### src/common/ocsc_pkg.sv
package ocsc_pkg;

  // ---------------------------------------------------------------
  // Clock and frame timing
  // ---------------------------------------------------------------
  localparam int CLK_HZ = 125_000_000;
  localparam int FRAME_HZ = 105;
  localparam int FRAME_CYCLES = CLK_HZ / FRAME_HZ;
  localparam int FRAME_W = 24;

  // ---------------------------------------------------------------
  // Opcodes
  // ---------------------------------------------------------------
  localparam logic [7:0] OP_CONTRAST = 8'h81;
  localparam logic [7:0] OP_ALL_OFF = 8'ha4;
  localparam logic [7:0] OP_ALL_ON = 8'ha5;
  localparam logic [7:0] OP_NORMAL = 8'ha6;
  localparam logic [7:0] OP_INVERSE = 8'ha7;
  localparam logic [7:0] OP_DISP_OFF = 8'hae;
  localparam logic [7:0] OP_DISP_ON = 8'haf;
  localparam logic [7:0] OP_NOP = 8'he3;
  localparam logic [7:0] OP_LOCK = 8'hfd;
  localparam logic [7:0] OP_HSCR_R = 8'h26;
  localparam logic [7:0] OP_HSCR_L = 8'h27;
  localparam logic [7:0] OP_VHSCR_R = 8'h29;
  localparam logic [7:0] OP_VHSCR_L = 8'h2a;
  localparam logic [7:0] OP_VAREA = 8'ha3;
  localparam logic [7:0] OP_CSCR_R = 8'h2c;
  localparam logic [7:0] OP_CSCR_L = 8'h2d;
  localparam logic [7:0] OP_SCR_OFF = 8'h2e;
  localparam logic [7:0] OP_SCR_ON = 8'h2f;

  // ---------------------------------------------------------------
  // Parameter counts and field positions
  // ---------------------------------------------------------------
  localparam logic [2:0] NP_ONE = 3'h1;
  localparam logic [2:0] NP_TWO = 3'h2;
  localparam logic [2:0] NP_VH = 3'h5;
  localparam logic [2:0] NP_SEVEN = 3'h7;
  localparam int LOCK_BIT = 2;

  // ---------------------------------------------------------------
  // Reset values
  // ---------------------------------------------------------------
  localparam logic [7:0] RST_CONTRAST = 8'h7f;
  localparam logic [7:0] RST_COL_START = 8'h00;
  localparam logic [7:0] RST_COL_END = 8'h7f;
  localparam logic [2:0] RST_PAGE_START = 3'h0;
  localparam logic [2:0] RST_PAGE_END = 3'h7;
  localparam logic [5:0] RST_FIXED_ROWS = 6'h00;
  localparam logic [6:0] RST_SCROLL_ROWS = 7'h40;

  // ---------------------------------------------------------------
  // Register port map (byte addresses)
  // ---------------------------------------------------------------
  localparam logic [3:0] REG_STATUS = 4'h0;
  localparam logic [3:0] REG_FRAME = 4'h4;
  localparam logic [3:0] REG_CONTRAST = 4'h8;
  localparam logic [3:0] REG_SCROLL_POS = 4'hc;

  // ---------------------------------------------------------------
  // Decoder states
  // ---------------------------------------------------------------
  typedef enum logic [1:0] {
    ST_OPCODE = 2'b01,
    ST_PARAM = 2'b10
  } ocsc_state_t;

  // Bytes expected after an opcode, including the opcodes of command
  // groups that this block does not act on, so that their parameters
  // are skipped and never mistaken for opcodes.
  function automatic logic [2:0] ocsc_nparams(input logic [7:0] op);
    logic [2:0] n;
    n = 3'h0;
    case (op)
      OP_CONTRAST, OP_LOCK: n = NP_ONE;
      OP_HSCR_R, OP_HSCR_L, OP_CSCR_R, OP_CSCR_L: n = NP_SEVEN;
      OP_VHSCR_R, OP_VHSCR_L: n = NP_VH;
      OP_VAREA: n = NP_TWO;
      8'h21, 8'h22: n = NP_TWO;
      8'h20, 8'ha8, 8'had, 8'hd3, 8'hd5: n = NP_ONE;
      8'hd9, 8'hda, 8'hdb, 8'hdc: n = NP_ONE;
      default: n = 3'h0;
    endcase
    return n;
  endfunction : ocsc_nparams

endpackage : ocsc_pkg

### src/common/ocsc_step_if.sv
`timescale 1ns/1ps
`default_nettype none

interface ocsc_step_if;
  logic frame_tick;
  logic run;
  logic [2:0] interval;
  logic step;

  modport timer (
    input frame_tick,
    input run,
    input interval,
    output step
  );

  modport ctl (
    output frame_tick,
    output run,
    output interval,
    input step
  );
endinterface : ocsc_step_if

`default_nettype wire

### src/design/ocsc_step_timer.sv
`timescale 1ns/1ps
`default_nettype none

module ocsc_step_timer (
  // Clock and reset
  input wire logic clk_sys,
  input wire logic rst_n,
  // Frame and step handshake
  ocsc_step_if.timer sif
);

  logic [8:0] frame_cnt_q;
  logic [8:0] frames;
  logic step_q;

  // ---------------------------------------------------------------
  // Interval code to frames per step
  // ---------------------------------------------------------------
  always_comb
  begin
    case (sif.interval)
      3'h0: frames = 9'h005;
      3'h1: frames = 9'h040;
      3'h2: frames = 9'h080;
      3'h3: frames = 9'h100;
      3'h4: frames = 9'h002;
      3'h5: frames = 9'h003;
      3'h6: frames = 9'h004;
      default: frames = 9'h001;
    endcase
  end

  // Counter restarts whenever scrolling stops, so a new run always
  // counts a full interval of frame ticks before its first step.
  always_ff @(posedge clk_sys)
  begin
    if (!rst_n || !sif.run)
    begin
      frame_cnt_q <= 9'h000;
      step_q <= 1'b0;
    end
    else if (sif.frame_tick)
    begin
      if (frame_cnt_q + 9'h001 >= frames)
      begin
        frame_cnt_q <= 9'h000;
        step_q <= 1'b1;
      end
      else
      begin
        frame_cnt_q <= frame_cnt_q + 9'h001;
        step_q <= 1'b0;
      end
    end
    else
    begin
      step_q <= 1'b0;
    end
  end

  assign sif.step = step_q;

endmodule : ocsc_step_timer

`default_nettype wire

### src/design/ocsc_top.sv
// Notes on behaviour
// D/C low is command, high display data
// Multi-byte opcodes collect parameters before next opcode
// 0x81 sets contrast, reset 0x7F
// 0xA5 all pixels on, 0xA4 follows memory
// 0xA6 normal, 0xA7 inverted pixels
// 0xAE display off (reset), 0xAF on
// 0xE3 changes nothing
// 0xFD parameter bit 2 sets lock
// Locked: ignore everything but 0xFD
// 0x26/0x27 horizontal scroll setup, seven parameters
// Interval code selects frames per step
// Page fields are plain binary 0 to 7
// Host keeps end page/column not below start
// 0x29/0x2A vertical plus right/left scroll
// Combined: column offset, pages, interval, vertical offset
// Vertical offset shifts rows per step
// 0x2E stops scrolling; host rewrites memory
// 0x2F starts latest setup; setups override
// 0xA3 fixed rows and scrolled rows
// Scroll region below fixed area, wraps around
// Combined vertical scroll confined to area
// 0x2C/0x2D shift content one column once
// Host keeps content end column above start
// Host spaces content scrolls two frames apart
`timescale 1ns/1ps
`default_nettype none

module ocsc_top
  import ocsc_pkg::*;
#(
  parameter int FRAME_CYCLES_P = FRAME_CYCLES
) (
  // Clock and reset
  input wire logic clk_sys,
  input wire logic rst_n,
  // Host byte port
  input wire logic host_valid,
  input wire logic host_dc,
  input wire logic [7:0] host_byte,
  // Register port
  input wire logic [3:0] reg_addr,
  input wire logic [31:0] reg_wdata,
  input wire logic reg_wr,
  input wire logic reg_rd,
  output logic [31:0] reg_rdata_q,
  // Display state
  output logic [7:0] contrast_q,
  output logic entire_on_q,
  output logic inverse_q,
  output logic display_on_q,
  output logic cmd_locked_q,
  // Continuous scroll
  output logic scroll_active_q,
  output logic scroll_left_q,
  output logic scroll_vert_q,
  output logic [2:0] scroll_page_start_q,
  output logic [2:0] scroll_page_end_q,
  output logic [2:0] scroll_interval_q,
  output logic [7:0] scroll_col_start_q,
  output logic [7:0] scroll_col_end_q,
  output logic scroll_col_offset_q,
  output logic [5:0] scroll_voffset_q,
  output logic [5:0] fixed_rows_q,
  output logic [6:0] scroll_rows_q,
  output logic [6:0] hshift_q,
  output logic [6:0] vshift_q,
  output logic scroll_step_q,
  // One-column content scroll
  output logic content_shift_q,
  output logic content_left_q,
  output logic [2:0] content_page_start_q,
  output logic [2:0] content_page_end_q,
  output logic [7:0] content_col_start_q,
  output logic [7:0] content_col_end_q,
  // Display data
  output logic data_valid_q,
  output logic [7:0] data_byte_q
);

  // ---------------------------------------------------------------
  // Elaboration checks
  // ---------------------------------------------------------------
  if (FRAME_CYCLES_P < 1 || FRAME_CYCLES_P >= (1 << FRAME_W))
  begin : g_bad_frame
    $error("FRAME_CYCLES_P does not fit the frame counter");
  end

  localparam logic [FRAME_W-1:0] FRAME_RST = FRAME_CYCLES_P[FRAME_W-1:0];

  // ---------------------------------------------------------------
  // Command decoder
  // ---------------------------------------------------------------
  ocsc_state_t state_q;
  logic [7:0] op_q;
  logic [2:0] idx_q;
  logic [2:0] need_q;
  logic [7:0] pbuf_q [0:5];
  logic cmd_byte;
  logic op_allowed;
  logic exec_single;
  logic exec_multi;
  logic [7:0] exec_op;

  assign cmd_byte = host_valid && !host_dc;
  assign op_allowed = !cmd_locked_q || (host_byte == OP_LOCK);
  assign exec_single = cmd_byte && (state_q == ST_OPCODE) && op_allowed
                       && (ocsc_nparams(host_byte) == 3'h0);
  assign exec_multi = cmd_byte && (state_q == ST_PARAM)
                      && (idx_q == need_q - 3'h1);
  assign exec_op = (state_q == ST_PARAM) ? op_q : host_byte;

  always_ff @(posedge clk_sys)
  begin
    if (!rst_n)
    begin
      state_q <= ST_OPCODE;
      op_q <= 8'h00;
      idx_q <= 3'h0;
      need_q <= 3'h0;
    end
    else if (cmd_byte)
    begin
      case (state_q)
        ST_OPCODE:
        begin
          if (op_allowed && ocsc_nparams(host_byte) != 3'h0)
          begin
            op_q <= host_byte;
            need_q <= ocsc_nparams(host_byte);
            idx_q <= 3'h0;
            state_q <= ST_PARAM;
          end
        end
        ST_PARAM:
        begin
          idx_q <= idx_q + 3'h1;
          if (idx_q == need_q - 3'h1)
          begin
            state_q <= ST_OPCODE;
          end
        end
        default: state_q <= ST_OPCODE;
      endcase
    end
  end

  // Parameter store; the last byte is used straight from the port
  always_ff @(posedge clk_sys)
  begin
    if (!rst_n)
    begin
      for (int i = 0; i < 6; i++)
      begin
        pbuf_q[i] <= 8'h00;
      end
    end
    else if (cmd_byte && state_q == ST_PARAM && idx_q < 3'h6)
    begin
      pbuf_q[idx_q] <= host_byte;
    end
  end

  // ---------------------------------------------------------------
  // Fundamental settings
  // ---------------------------------------------------------------
  always_ff @(posedge clk_sys)
  begin
    if (!rst_n)
    begin
      contrast_q <= RST_CONTRAST;
      entire_on_q <= 1'b0;
      inverse_q <= 1'b0;
      display_on_q <= 1'b0;
    end
    else if (exec_multi && exec_op == OP_CONTRAST)
    begin
      contrast_q <= host_byte;
    end
    else if (exec_single)
    begin
      // A NOP and the out-of-scope single-byte opcodes fall through
      case (exec_op)
        OP_ALL_OFF, OP_ALL_ON: entire_on_q <= exec_op[0];
        OP_NORMAL, OP_INVERSE: inverse_q <= exec_op[0];
        OP_DISP_OFF, OP_DISP_ON: display_on_q <= exec_op[0];
        OP_NOP: display_on_q <= display_on_q;
        default: display_on_q <= display_on_q;
      endcase
    end
  end

  always_ff @(posedge clk_sys)
  begin
    if (!rst_n)
    begin
      cmd_locked_q <= 1'b0;
    end
    else if (exec_multi && exec_op == OP_LOCK)
    begin
      cmd_locked_q <= host_byte[LOCK_BIT];
    end
  end

  // ---------------------------------------------------------------
  // Scroll configuration
  // ---------------------------------------------------------------
  // A later setup replaces the fields that it carries, and 0x26/0x27 also set the column offset back to 1; the rest keep their values.
  always_ff @(posedge clk_sys)
  begin
    if (!rst_n)
    begin
      scroll_left_q <= 1'b0;
      scroll_vert_q <= 1'b0;
      scroll_page_start_q <= RST_PAGE_START;
      scroll_page_end_q <= RST_PAGE_END;
      scroll_interval_q <= 3'h0;
      scroll_col_start_q <= RST_COL_START;
      scroll_col_end_q <= RST_COL_END;
      scroll_col_offset_q <= 1'b1;
      scroll_voffset_q <= 6'h00;
      fixed_rows_q <= RST_FIXED_ROWS;
      scroll_rows_q <= RST_SCROLL_ROWS;
    end
    else if (exec_multi)
    begin
      case (exec_op)
        OP_HSCR_R, OP_HSCR_L:
        begin
          scroll_left_q <= exec_op[0];
          scroll_vert_q <= 1'b0;
          scroll_page_start_q <= pbuf_q[1][2:0];
          scroll_interval_q <= pbuf_q[2][2:0];
          scroll_page_end_q <= pbuf_q[3][2:0];
          scroll_col_start_q <= pbuf_q[5];
          scroll_col_end_q <= host_byte;
          scroll_col_offset_q <= 1'b1;
        end
        OP_VHSCR_R, OP_VHSCR_L:
        begin
          scroll_left_q <= exec_op[1];
          scroll_vert_q <= 1'b1;
          scroll_col_offset_q <= pbuf_q[0][0];
          scroll_page_start_q <= pbuf_q[1][2:0];
          scroll_interval_q <= pbuf_q[2][2:0];
          scroll_page_end_q <= pbuf_q[3][2:0];
          scroll_voffset_q <= host_byte[5:0];
        end
        OP_VAREA:
        begin
          fixed_rows_q <= pbuf_q[0][5:0];
          scroll_rows_q <= host_byte[6:0];
        end
        default: scroll_rows_q <= scroll_rows_q;
      endcase
    end
  end

  // ---------------------------------------------------------------
  // Frame divider
  // ---------------------------------------------------------------
  logic [FRAME_W-1:0] frame_period_q;
  logic [FRAME_W-1:0] frame_cnt_q;
  logic frame_tick_q;

  // A period written below the current count ends the frame at once.
  always_ff @(posedge clk_sys)
  begin
    if (!rst_n)
    begin
      frame_cnt_q <= '0;
      frame_tick_q <= 1'b0;
    end
    else if (frame_cnt_q + 1'b1 >= frame_period_q)
    begin
      frame_cnt_q <= '0;
      frame_tick_q <= 1'b1;
    end
    else
    begin
      frame_cnt_q <= frame_cnt_q + 1'b1;
      frame_tick_q <= 1'b0;
    end
  end

  // ---------------------------------------------------------------
  // Scroll run state and positions
  // ---------------------------------------------------------------
  ocsc_step_if sif ();
  logic [7:0] vsum;
  logic [6:0] hstep;

  assign sif.frame_tick = frame_tick_q;
  assign sif.run = scroll_active_q;
  assign sif.interval = scroll_interval_q;

  ocsc_step_timer u_step (
    .clk_sys(clk_sys),
    .rst_n(rst_n),
    .sif(sif)
  );

  assign hstep = {6'h00, scroll_col_offset_q};
  assign vsum = {1'b0, vshift_q} + {2'b00, scroll_voffset_q};

  always_ff @(posedge clk_sys)
  begin
    if (!rst_n)
    begin
      scroll_active_q <= 1'b0;
    end
    else if (exec_single && exec_op == OP_SCR_OFF)
    begin
      scroll_active_q <= 1'b0;
    end
    else if (exec_single && exec_op == OP_SCR_ON)
    begin
      scroll_active_q <= 1'b1;
    end
  end

  // Positions restart from zero on start and stop; after a stop the
  // memory image is stale anyway and must be rewritten by the host.
  always_ff @(posedge clk_sys)
  begin
    if (!rst_n || (exec_single && (exec_op == OP_SCR_OFF
        || exec_op == OP_SCR_ON)))
    begin
      hshift_q <= 7'h00;
      vshift_q <= 7'h00;
      scroll_step_q <= 1'b0;
    end
    else
    begin
      // A step queued as scrolling stops must not move the image
      scroll_step_q <= sif.step && scroll_active_q;
      if (sif.step && scroll_active_q)
      begin
        hshift_q <= scroll_left_q ? hshift_q - hstep : hshift_q + hstep;
        if (scroll_vert_q && scroll_rows_q != 7'h00)
        begin
          // Wrap inside the scroll area below the fixed rows
          if (vsum >= {1'b0, scroll_rows_q})
          begin
            vshift_q <= 7'(vsum - {1'b0, scroll_rows_q});
          end
          else
          begin
            vshift_q <= vsum[6:0];
          end
        end
      end
    end
  end

  // ---------------------------------------------------------------
  // One-column content scroll
  // ---------------------------------------------------------------
  always_ff @(posedge clk_sys)
  begin
    if (!rst_n)
    begin
      content_shift_q <= 1'b0;
      content_left_q <= 1'b0;
      content_page_start_q <= RST_PAGE_START;
      content_page_end_q <= RST_PAGE_END;
      content_col_start_q <= RST_COL_START;
      content_col_end_q <= RST_COL_END;
    end
    else if (exec_multi && (exec_op == OP_CSCR_R || exec_op == OP_CSCR_L))
    begin
      content_shift_q <= 1'b1;
      content_left_q <= exec_op[0];
      content_page_start_q <= pbuf_q[1][2:0];
      content_page_end_q <= pbuf_q[3][2:0];
      content_col_start_q <= pbuf_q[5];
      content_col_end_q <= host_byte;
    end
    else
    begin
      content_shift_q <= 1'b0;
    end
  end

  // ---------------------------------------------------------------
  // Display data pass-through
  // ---------------------------------------------------------------
  always_ff @(posedge clk_sys)
  begin
    if (!rst_n)
    begin
      data_valid_q <= 1'b0;
      data_byte_q <= 8'h00;
    end
    else
    begin
      data_valid_q <= host_valid && host_dc && !cmd_locked_q;
      if (host_valid && host_dc)
      begin
        data_byte_q <= host_byte;
      end
    end
  end

  // ---------------------------------------------------------------
  // Register port
  // ---------------------------------------------------------------
  always_ff @(posedge clk_sys)
  begin
    if (!rst_n)
    begin
      frame_period_q <= FRAME_RST;
    end
    else if (reg_wr && reg_addr == REG_FRAME)
    begin
      frame_period_q <= reg_wdata[FRAME_W-1:0];
    end
  end

  always_ff @(posedge clk_sys)
  begin
    if (!rst_n)
    begin
      reg_rdata_q <= 32'h0000_0000;
    end
    else if (reg_rd)
    begin
      case (reg_addr)
        REG_STATUS:
          reg_rdata_q <= {24'h000000, scroll_vert_q, scroll_left_q,
                          scroll_active_q, cmd_locked_q, inverse_q,
                          entire_on_q, display_on_q, 1'b0};
        REG_FRAME:
          reg_rdata_q <= {{(32 - FRAME_W){1'b0}}, frame_period_q};
        REG_CONTRAST:
          reg_rdata_q <= {24'h000000, contrast_q};
        REG_SCROLL_POS:
          reg_rdata_q <= {17'h00000, vshift_q, 1'b0, hshift_q};
        default:
          reg_rdata_q <= 32'h0000_0000;
      endcase
    end
    else
    begin
      reg_rdata_q <= 32'h0000_0000;
    end
  end

endmodule : ocsc_top

`default_nettype wire

### config.mk
export PLATFORM = sky130hd
export DESIGN_NAME = ocsc_top
export DESIGN_NICKNAME = d
export VERILOG_FILES = /design/src/common/ocsc_pkg.sv /design/src/common/ocsc_step_if.sv /design/src/design/ocsc_step_timer.sv /design/src/design/ocsc_top.sv
export SDC_FILE = /design/constraint.sdc
export NUM_CORES = 1
export LEC_CHECK = 0
export BUFFER_PORTS_ARGS = -buffer_cell sky130_fd_sc_hd__buf_2
export CAP_MARGIN = 0
export CORE_MARGIN = 2
export CORE_UTILIZATION = 43
export DETAILED_ROUTE_END_ITERATION = 10
export REMOVE_ABC_BUFFERS = 1
export SLEW_MARGIN = 20
export SYNTH_ARGS = -nofsm -noshare
export SYNTH_HDL_FRONTEND = slang
export SYNTH_SLANG_ARGS = --single-unit
### constraint.sdc
create_clock -name clk_sys -period 3.5 [get_ports clk_sys]
set_input_delay 0.175 -clock clk_sys [delete_from_list [all_inputs] [get_ports clk_sys]]
set_output_delay 0.175 -clock clk_sys [all_outputs]
set_load 0.02 [all_outputs]
==> results of run 1 <==
-- Yosys cell counts (9+ instances only) --
master,count
buf_2,13
buf_4,11
and2_1,23
nor3_1,30
nand4_1,13
ha_1,53
nor2b_1,26
inv_1,48
nand3_1,63
xor2_1,23
a22oi_1,20
o21ai_0,25
o211ai_1,19
a21o_1,10
a211oi_1,13
clkbuf_1,42
o21ai_1,9
xnor2_1,29
mux2i_1,68
nor2_1,97
dfxtp_1,207
nand2_1,147
a21oi_1,71
and3_1,13
edfxtp_1,23
-- cells by family (layout without fill, tap and decap cells) --
| kind of cell | after synthesis | count (layout) | share of synthesized area |
|---|---|---|---|
| AND/OR/NAND/NOR | 473 | 473 | 0.212 |
| flip-flops | 230 | 230 | 0.434 |
| AO/OA/AOI/OAI | 218 | 218 | 0.130 |
| buffers and inverters | 127 | 322 | 0.0517 |
| multiplexers | 71 | 71 | 0.0647 |
| adder cells (fa/ha/maj) | 56 | 56 | 0.0649 |
| XOR/XNOR | 53 | 53 | 0.0430 |
| other | 1 | 8 | 0.000336 |
-- cells in the final DEF (no fill, tap or decap), drive strengths merged, types with 4 or more instances in the layout --
| cell | synthesis | routed |
|---|---|---|
| and3 | 13 | 13 |
| o41ai | 4 | 4 |
| nand4 | 13 | 13 |
| dlygate4sd3 | 0 | 25 |
| inv | 50 | 50 |
| nand2 | 147 | 147 |
| nor2 | 97 | 97 |
| a31oi | 7 | 7 |
| nor4 | 10 | 10 |
| o31ai | 6 | 6 |
| buf | 33 | 198 |
| or3 | 5 | 5 |
| or2 | 4 | 4 |
| clkbuf | 43 | 36 |
| ha | 53 | 53 |
| mux2i | 69 | 69 |
| a22oi | 20 | 20 |
| a21oi | 71 | 71 |
| xnor2 | 29 | 29 |
| nor2b | 26 | 26 |
| o21ai | 34 | 34 |
| a21o | 10 | 10 |
| clkinv | 1 | 8 |
| a211oi | 13 | 13 |
| nand2b | 9 | 9 |
| nor3b | 7 | 7 |
| xor2 | 23 | 23 |
| edfxtp | 23 | 23 |
| nand3 | 63 | 63 |
| nand3b | 6 | 6 |
| conb | 1 | 8 |
| o211ai | 20 | 20 |
| dfxtp | 207 | 207 |
| nor3 | 30 | 30 |
| and2 | 23 | 23 |
-- routing by layer --
metal | part of all wire | wire [um] | GRT usage | up-vias
met5 | 0 | 0 | 0 | -
met4 | 0.036 | 1090 | 0.0775 | 0
met3 | 0.055 | 1690 | 0.0417 | 60
met2 | 0.46 | 14000 | 0.360 | 244
met1 | 0.45 | 13700 | 0.295 | 4387
li1 | - | - | - | 4690
-- sequential cells by signal, indices dropped and copies added (netlist names), 6 cells and up --
register / count
vshift_q: 7
reg_rdata_q: 24
data_byte_q: 8
hshift_q: 7
frame_cnt_q: 24
scroll_col_end_q: 8
content_col_end_q: 8
op_q: 8
frame_period_q: 24
u_step.frame_cnt_q: 9
contrast_q: 8
pbuf_q: 23
scroll_rows_q: 7
scroll_col_start_q: 8
scroll_voffset_q: 6
content_col_start_q: 8
fixed_rows_q: 6
-- worst min path at each step --
stage,depth (start not counted),startpoint,to
after detailed placement,3,reg_wdata[11],frame_period_q[11]
after floorplan,1,rst_n,content_col_end_q[0]
final,3,host_dc,data_byte_q[6]
after global routing,3,reg_wr,frame_period_q[9]
after global placement,3,reg_wdata[11],frame_period_q[11]
after CTS,3,host_dc,data_byte_q[0]
-- area by class of cell --
cell class / count / area [sq um]
Clock inverter: 12 / 140
Inverter: 51 / 191
Clock buffer: 36 / 759
Sequential cell: 230 / 4830
Tap cell: 330 / 413
Fill cell: 2360 / 11900
Timing Repair Buffer: 223 / 1320
Multi-Input combinational cell: 879 / 5780
-- metrics by stage --
step,instances,util,setup WS (ns)
after detailed placement,1686,0.484,0.160
after global placement,1686,0.484,0.247
after global routing,1761,0.531,-0.0513
after floorplan,1160,-,0.253
final,1761,0.531,0.207
after CTS,1759,0.529,0.134
-- what timing repair did --
action | CTS | global route
setup endpoints to repair | 0 | 5
resized for setup | 0 | 3
endpoints found under the hold margin | 28 | 0
hold buffers | 25 | 0
setup buffers | 0 | 2
-- where the power goes --
| group | internal [mW] | switching [mW] |
|---|---|---|
| Sequential | 2.68 | 0.0154 |
| Clock | 1.73 | 1.12 |
| Combinational | 0.0927 | 0.186 |
-- worst max-delay path, stage by stage, from the launching register on --
cell and delay, ns:
dfxtp_1 0.35, ha_1 0.24, fa_1 0.44, a211oi_1 0.29, o21bai_1 0.11, a21oi_1 0.18
xnor2_1 0.18, ha_1 0.32, nand4_1 0.11, o21ai_0 0.10, a31oi_2 0.29, nand2_2 0.15
and3_1 0.22, nor4_1 0.23
==> metrics.txt, run 1 <==
core area 25300 sq um; design area 13400 sq um; EDFF count, synth 23; Avg WL per Cell 17.3 um; largest net degree at the start of global routing 55; I/O pin count 190; Critical Path RT 3.95 ns; CTS clk-pin slew, worst paths 0.07 ns; post-DP HPWL 21300 um; # rows 58; mean area per synthesized cell 9.07 sq um; path depth of the worst reg2reg path 13; final WL 30500 um; Setup Skew 0.0223 ns; fin crit period 3.29 ns; Crit Path Category register to register; Setup crit start kind register; Worst Setup SP vshift_q[0]; VDD IR-drop max 364 uV; Rel. slew slack 0.399; CP Capture Type register; Fin Hold WS 0.0388 ns; drt drc 0; area of the die 27200 sq um; count of final setup violators 0; die width 165 um; Data arrival, critical path 3.74 ns; DR iter-0 viols 511; flop2flop setup slack 0.21 ns; Main synth FF type dfxtp_1; antenna fix cells 0; GRT Resource Usage Total 0.222; first-pass GRT wire length 47500 um; register area share after synthesis 0.434; setup TNS 0 ns; ranking of synthesized cells by area dfxtp_1 37%, edfxtp_1 6.2%, mux2i_1 6.1%; gpl congestion 0.863; CTS root buf clkbuf_16; Hold Crit Class input port to register; antenna violations before repair 0; Critical Path Fanout Max 5; post-synthesis instance total 1229; total congestion overflow 0; post-synth top area cell dfxtp_1; CTS tree built; Final Total Pwr 5.83 mW; worst slew pin tran 0.892 ns; leakage 5.72 nW; YS warnings 0; Worst R2R Start vshift_q[0]; Async SR Flop Fraction 0; final period utilization 0.941; Detail Route Antenna Nets 0; CTS sink count 230; Post-Syn Area 11100 sq um; die height 165 um; CTS Buffer Depth 3; drt first pass iters 4; fin nets 1517; Initial Utilization 0.440; synth unique cells 87; H-tree levels 1; Port Buffers 173; layout overhead on the synthesized area 20.6%; max-slew violations 0; Fmax achieved 0.304 GHz; PwrDens 434 nW/um^2; Worst Setup EP vshift_q[6]; via count 9381; vias in the first global route 8782; Synth top area share 0.372; final hold violations 0; post-DR vias/cell 5.33; status complete, no violations; layout cells sized above 1 0.187; CTS Buf Count 26; Clock Latency Late Sink 0.54 ns; reg2reg end vshift_q[6]; placed instance area 12300 sq um; #FFs+latches synth 230; # Max-Cap Violations 0
Note: power is estimated with default switching activity, not from simulation.
==> run 2: changes to the inputs <==
- ABC_AREA: default -> 1
- PLACE_DENSITY: default -> 0.67
==> metrics.txt, run 2 <==
status complete, no violations (unchanged); mean area per synthesized cell 7.71 sq um (was 9.07 sq um); ranking of synthesized cells by area dfxtp_1 37%, nand2_1 9.2%, edfxtp_1 6.2% (was dfxtp_1 37%, edfxtp_1 6.2%, mux2i_1 6.1%); Setup crit start kind register (unchanged); Worst R2R Start frame_cnt_q[0] (was vshift_q[0]); Clock Latency Late Sink 0.52 ns (was 0.54 ns); drt drc 0 (unchanged); EDFF count, synth 23 (unchanged); top flop regs frame_cnt_q (24), frame_period_q (24), reg_rdata_q (24) (unchanged); layout overhead on the synthesized area 20.0% (was 20.6%); #FFs+latches synth 230 (unchanged); min-delay src host_byte[0] (was host_dc); core area 25800 sq um (was 25300 sq um); most common cell in the synthesized netlist nand2_1 (was dfxtp_1); post-DP HPWL 21600 um (was 21300 um); Util after Layout 0.521 (was 0.531); largest net degree at the start of global routing 80 (was 55); worst slew pin tran 0.964 ns (was 0.892 ns); Final Total Pwr 5.68 mW (was 5.83 mW); Avg WL per Cell 15.1 um (was 17.3 um); drt first pass iters 5 (was 4); YS warnings 0 (unchanged); GRT Resource Usage Total 0.216 (was 0.222); most common cell after layout, fill and taps aside nand2_1 (was dfxtp_1); CTS Buffer Depth 3 (unchanged); Hold Crit Endpoint op_q[0] (was data_byte_q[6]); path depth of the worst reg2reg path 18 (was 13); commonest non-fill, non-tap cells in the layout 276 x nand2_1, 206 x dfxtp_1, 172 x buf_2 (was 207 x dfxtp_1, 173 x buf_2, 146 x nand2_1); antenna fix cells 0 (unchanged); vias in the first global route 9395 (was 8782); design area 13500 sq um (was 13400 sq um); Final Instance Count excl. Fillers 2001 (was 1761); # Max-Cap Violations 0 (unchanged); Critical Path RT 3.91 ns (was 3.95 ns); Worst Setup SP frame_cnt_q[0] (was vshift_q[0]); Data arrival, critical path 3.66 ns (was 3.74 ns); CTS sink count 230 (unchanged); PwrDens 422 nW/um^2 (was 434 nW/um^2); Initial Utilization 0.434 (was 0.440); via count 10.1k (was 9381); post-synth top area cell dfxtp_1 (unchanged); # rows 59 (was 58); die width 165 um (about the same); Fmax achieved 0.307 GHz (was 0.304 GHz); H-tree levels 1 (unchanged); Detail Route Antenna Nets 0 (unchanged); final WL 30100 um (was 30500 um); I/O pin count 190 (unchanged); Async SR Flop Fraction 0 (unchanged); placed instance area 12300 sq um (about the same); final period utilization 0.929 (was 0.941); area of the die 27400 sq um (was 27200 sq um); total congestion overflow 0 (unchanged); most common library cells after synthesis 276 x nand2_1, 207 x dfxtp_1, 170 x nor2_1 (was 207 x dfxtp_1, 147 x nand2_1, 97 x nor2_1); CTS tree built (unchanged); antenna violations before repair 0 (unchanged); layout cells sized above 1 0.180 (was 0.187); Rel. slew slack 0.356 (was 0.399); synth unique cells 54 (was 87); setup TNS 0 ns (unchanged); leakage 6.36 nW (was 5.72 nW); die height 165 um (about the same); CP Capture Type register (unchanged); fin crit period 3.25 ns (was 3.29 ns); placed cell count 1926 (was 1686); register area share after synthesis 0.431 (was 0.434); final hold violations 0 (unchanged); Synth top area share 0.370 (was 0.372); Main synth FF type dfxtp_1 (unchanged); CTS root buf clkbuf_16 (unchanged); DR iter-0 viols 662 (was 511); Setup Skew 0.0128 ns (was 0.0223 ns); Critical Path Fanout Max 14 (was 5); post-synthesis instance total 1454 (was 1229); Post-Syn Area 11200 sq um (was 11100 sq um); fin nets 1753 (was 1517); Crit Path Category register to register (unchanged); CTS clk-pin slew, worst paths 0.06 ns (was 0.07 ns); gpl congestion 0.898 (was 0.863); Port Buffers 173 (unchanged); reg2reg end frame_cnt_q[22] (was vshift_q[6]); Hold Crit Class input port to register (unchanged); CTS Buf Count 25 (was 26); Hold Crit Depth 3 (unchanged); max-slew violations 0 (unchanged); post-DR vias/cell 5.04 (was 5.33); first-pass GRT wire length 46800 um (was 47500 um); count of final setup violators 0 (unchanged); flop2flop setup slack 0.25 ns (was 0.21 ns); VDD IR-drop max 372 uV (was 364 uV)
[run 2: changes by cell type in the layout (fill, tap and decap cells not counted), sizes merged, moves of 25 or more]
cell	before	now
o21ai	34	96
nor2b	26	1
inv	50	185
mux2i	69	3
nand2	147	286
nor2	97	189
a21oi	71	110
[run 2: how the worst max path moves through the flow]
stage | end | slack (ns)
2_1_floorplan | frame_cnt_q[22] | 0.24
3_3_place_gp | frame_cnt_q[22] | 0.20
3_5_place_dp | frame_cnt_q[22] | 0.07
4_1_cts | frame_cnt_q[22] | 0.05
5_1_grt | frame_cnt_q[6] | -0.02
6_report | frame_cnt_q[22] | 0.25
[run 2: cell type report]
| type | count | area (sq um) |
|---|---|---|
| fillers | 2482 | 12400 |
| multi-input cells | 991 | 5400 |
| flip-flops and latches | 230 | 4840 |
| repair buffers | 215 | 1260 |
| clock buffers | 37 | 752 |
| inverters | 184 | 696 |
| well taps | 335 | 419 |
| clock inverters | 9 | 85.1 |
[run 2: cells by family (layout without fill, tap and decap cells)]
kind of cell / Yosys count / after routing / share of synthesized area
muxes: 3 / 3 / 0.00268
AOI/OAI and AO/OA: 260 / 260 / 0.132
other: 1 / 8 / 0.000335
and+or+nand+nor: 622 / 622 / 0.245
adders and majority gates: 56 / 56 / 0.0645
buffers and inverters: 240 / 445 / 0.0908
xor gates and xnor gates: 42 / 42 / 0.0328
DFF: 230 / 230 / 0.431
[run 2: power breakdown]
group | internal, mW | switching [mW]
sequential | 2.69 | 0.0150
combinational | 0.0986 | 0.204
clock | 1.57 | 1.10
total | 4.36 | 1.32
[run 2: per-layer routing]
layer / vias to the layer above / global-route usage / wire [um]
li1: 5142 / - / -
met1: 4622 / 0.286 / 13500
met2: 270 / 0.359 / 14000
met3: 61 / 0.0350 / 1790
met4: 0 / 0.0694 / 831
met5: - / 0 / 0
[run 2: timing repair]
action,CTS,global route
gates resized for setup,0,6
hold endpoints to repair,27,0
buffers inserted,0,1
hold buffers,28,0
endpoints found under the setup margin,0,25
[run 2: through the flow]
| stage | hold WS (ns) | setup slack [ns] |
|---|---|---|
| floorplan | 0.251 | 0.238 |
| global placement | 0.396 | 0.198 |
| detailed placement | 0.402 | 0.0732 |
| CTS | 0.0275 | 0.0487 |
| global route | 0.0715 | -0.0184 |
| finish | 0.0333 | 0.247 |
[run 2: worst max-delay path: stages (launching register included)]
cell	delay (ns)
dfxtp_2	0.36
ha_2	0.21
nand2_1	0.07
inv_1	0.07
nand3_1	0.13
nor3_2	0.24
nand2_1	0.14
inv_1	0.09
nand2_1	0.07
or2_2	0.30
xor2_1	0.18
inv_1	0.06
ha_1	0.29
nand4_1	0.11
nor3_2	0.24
nand4_1	0.15
nand4_1	0.18
buf_6	0.18
nor2_1	0.05
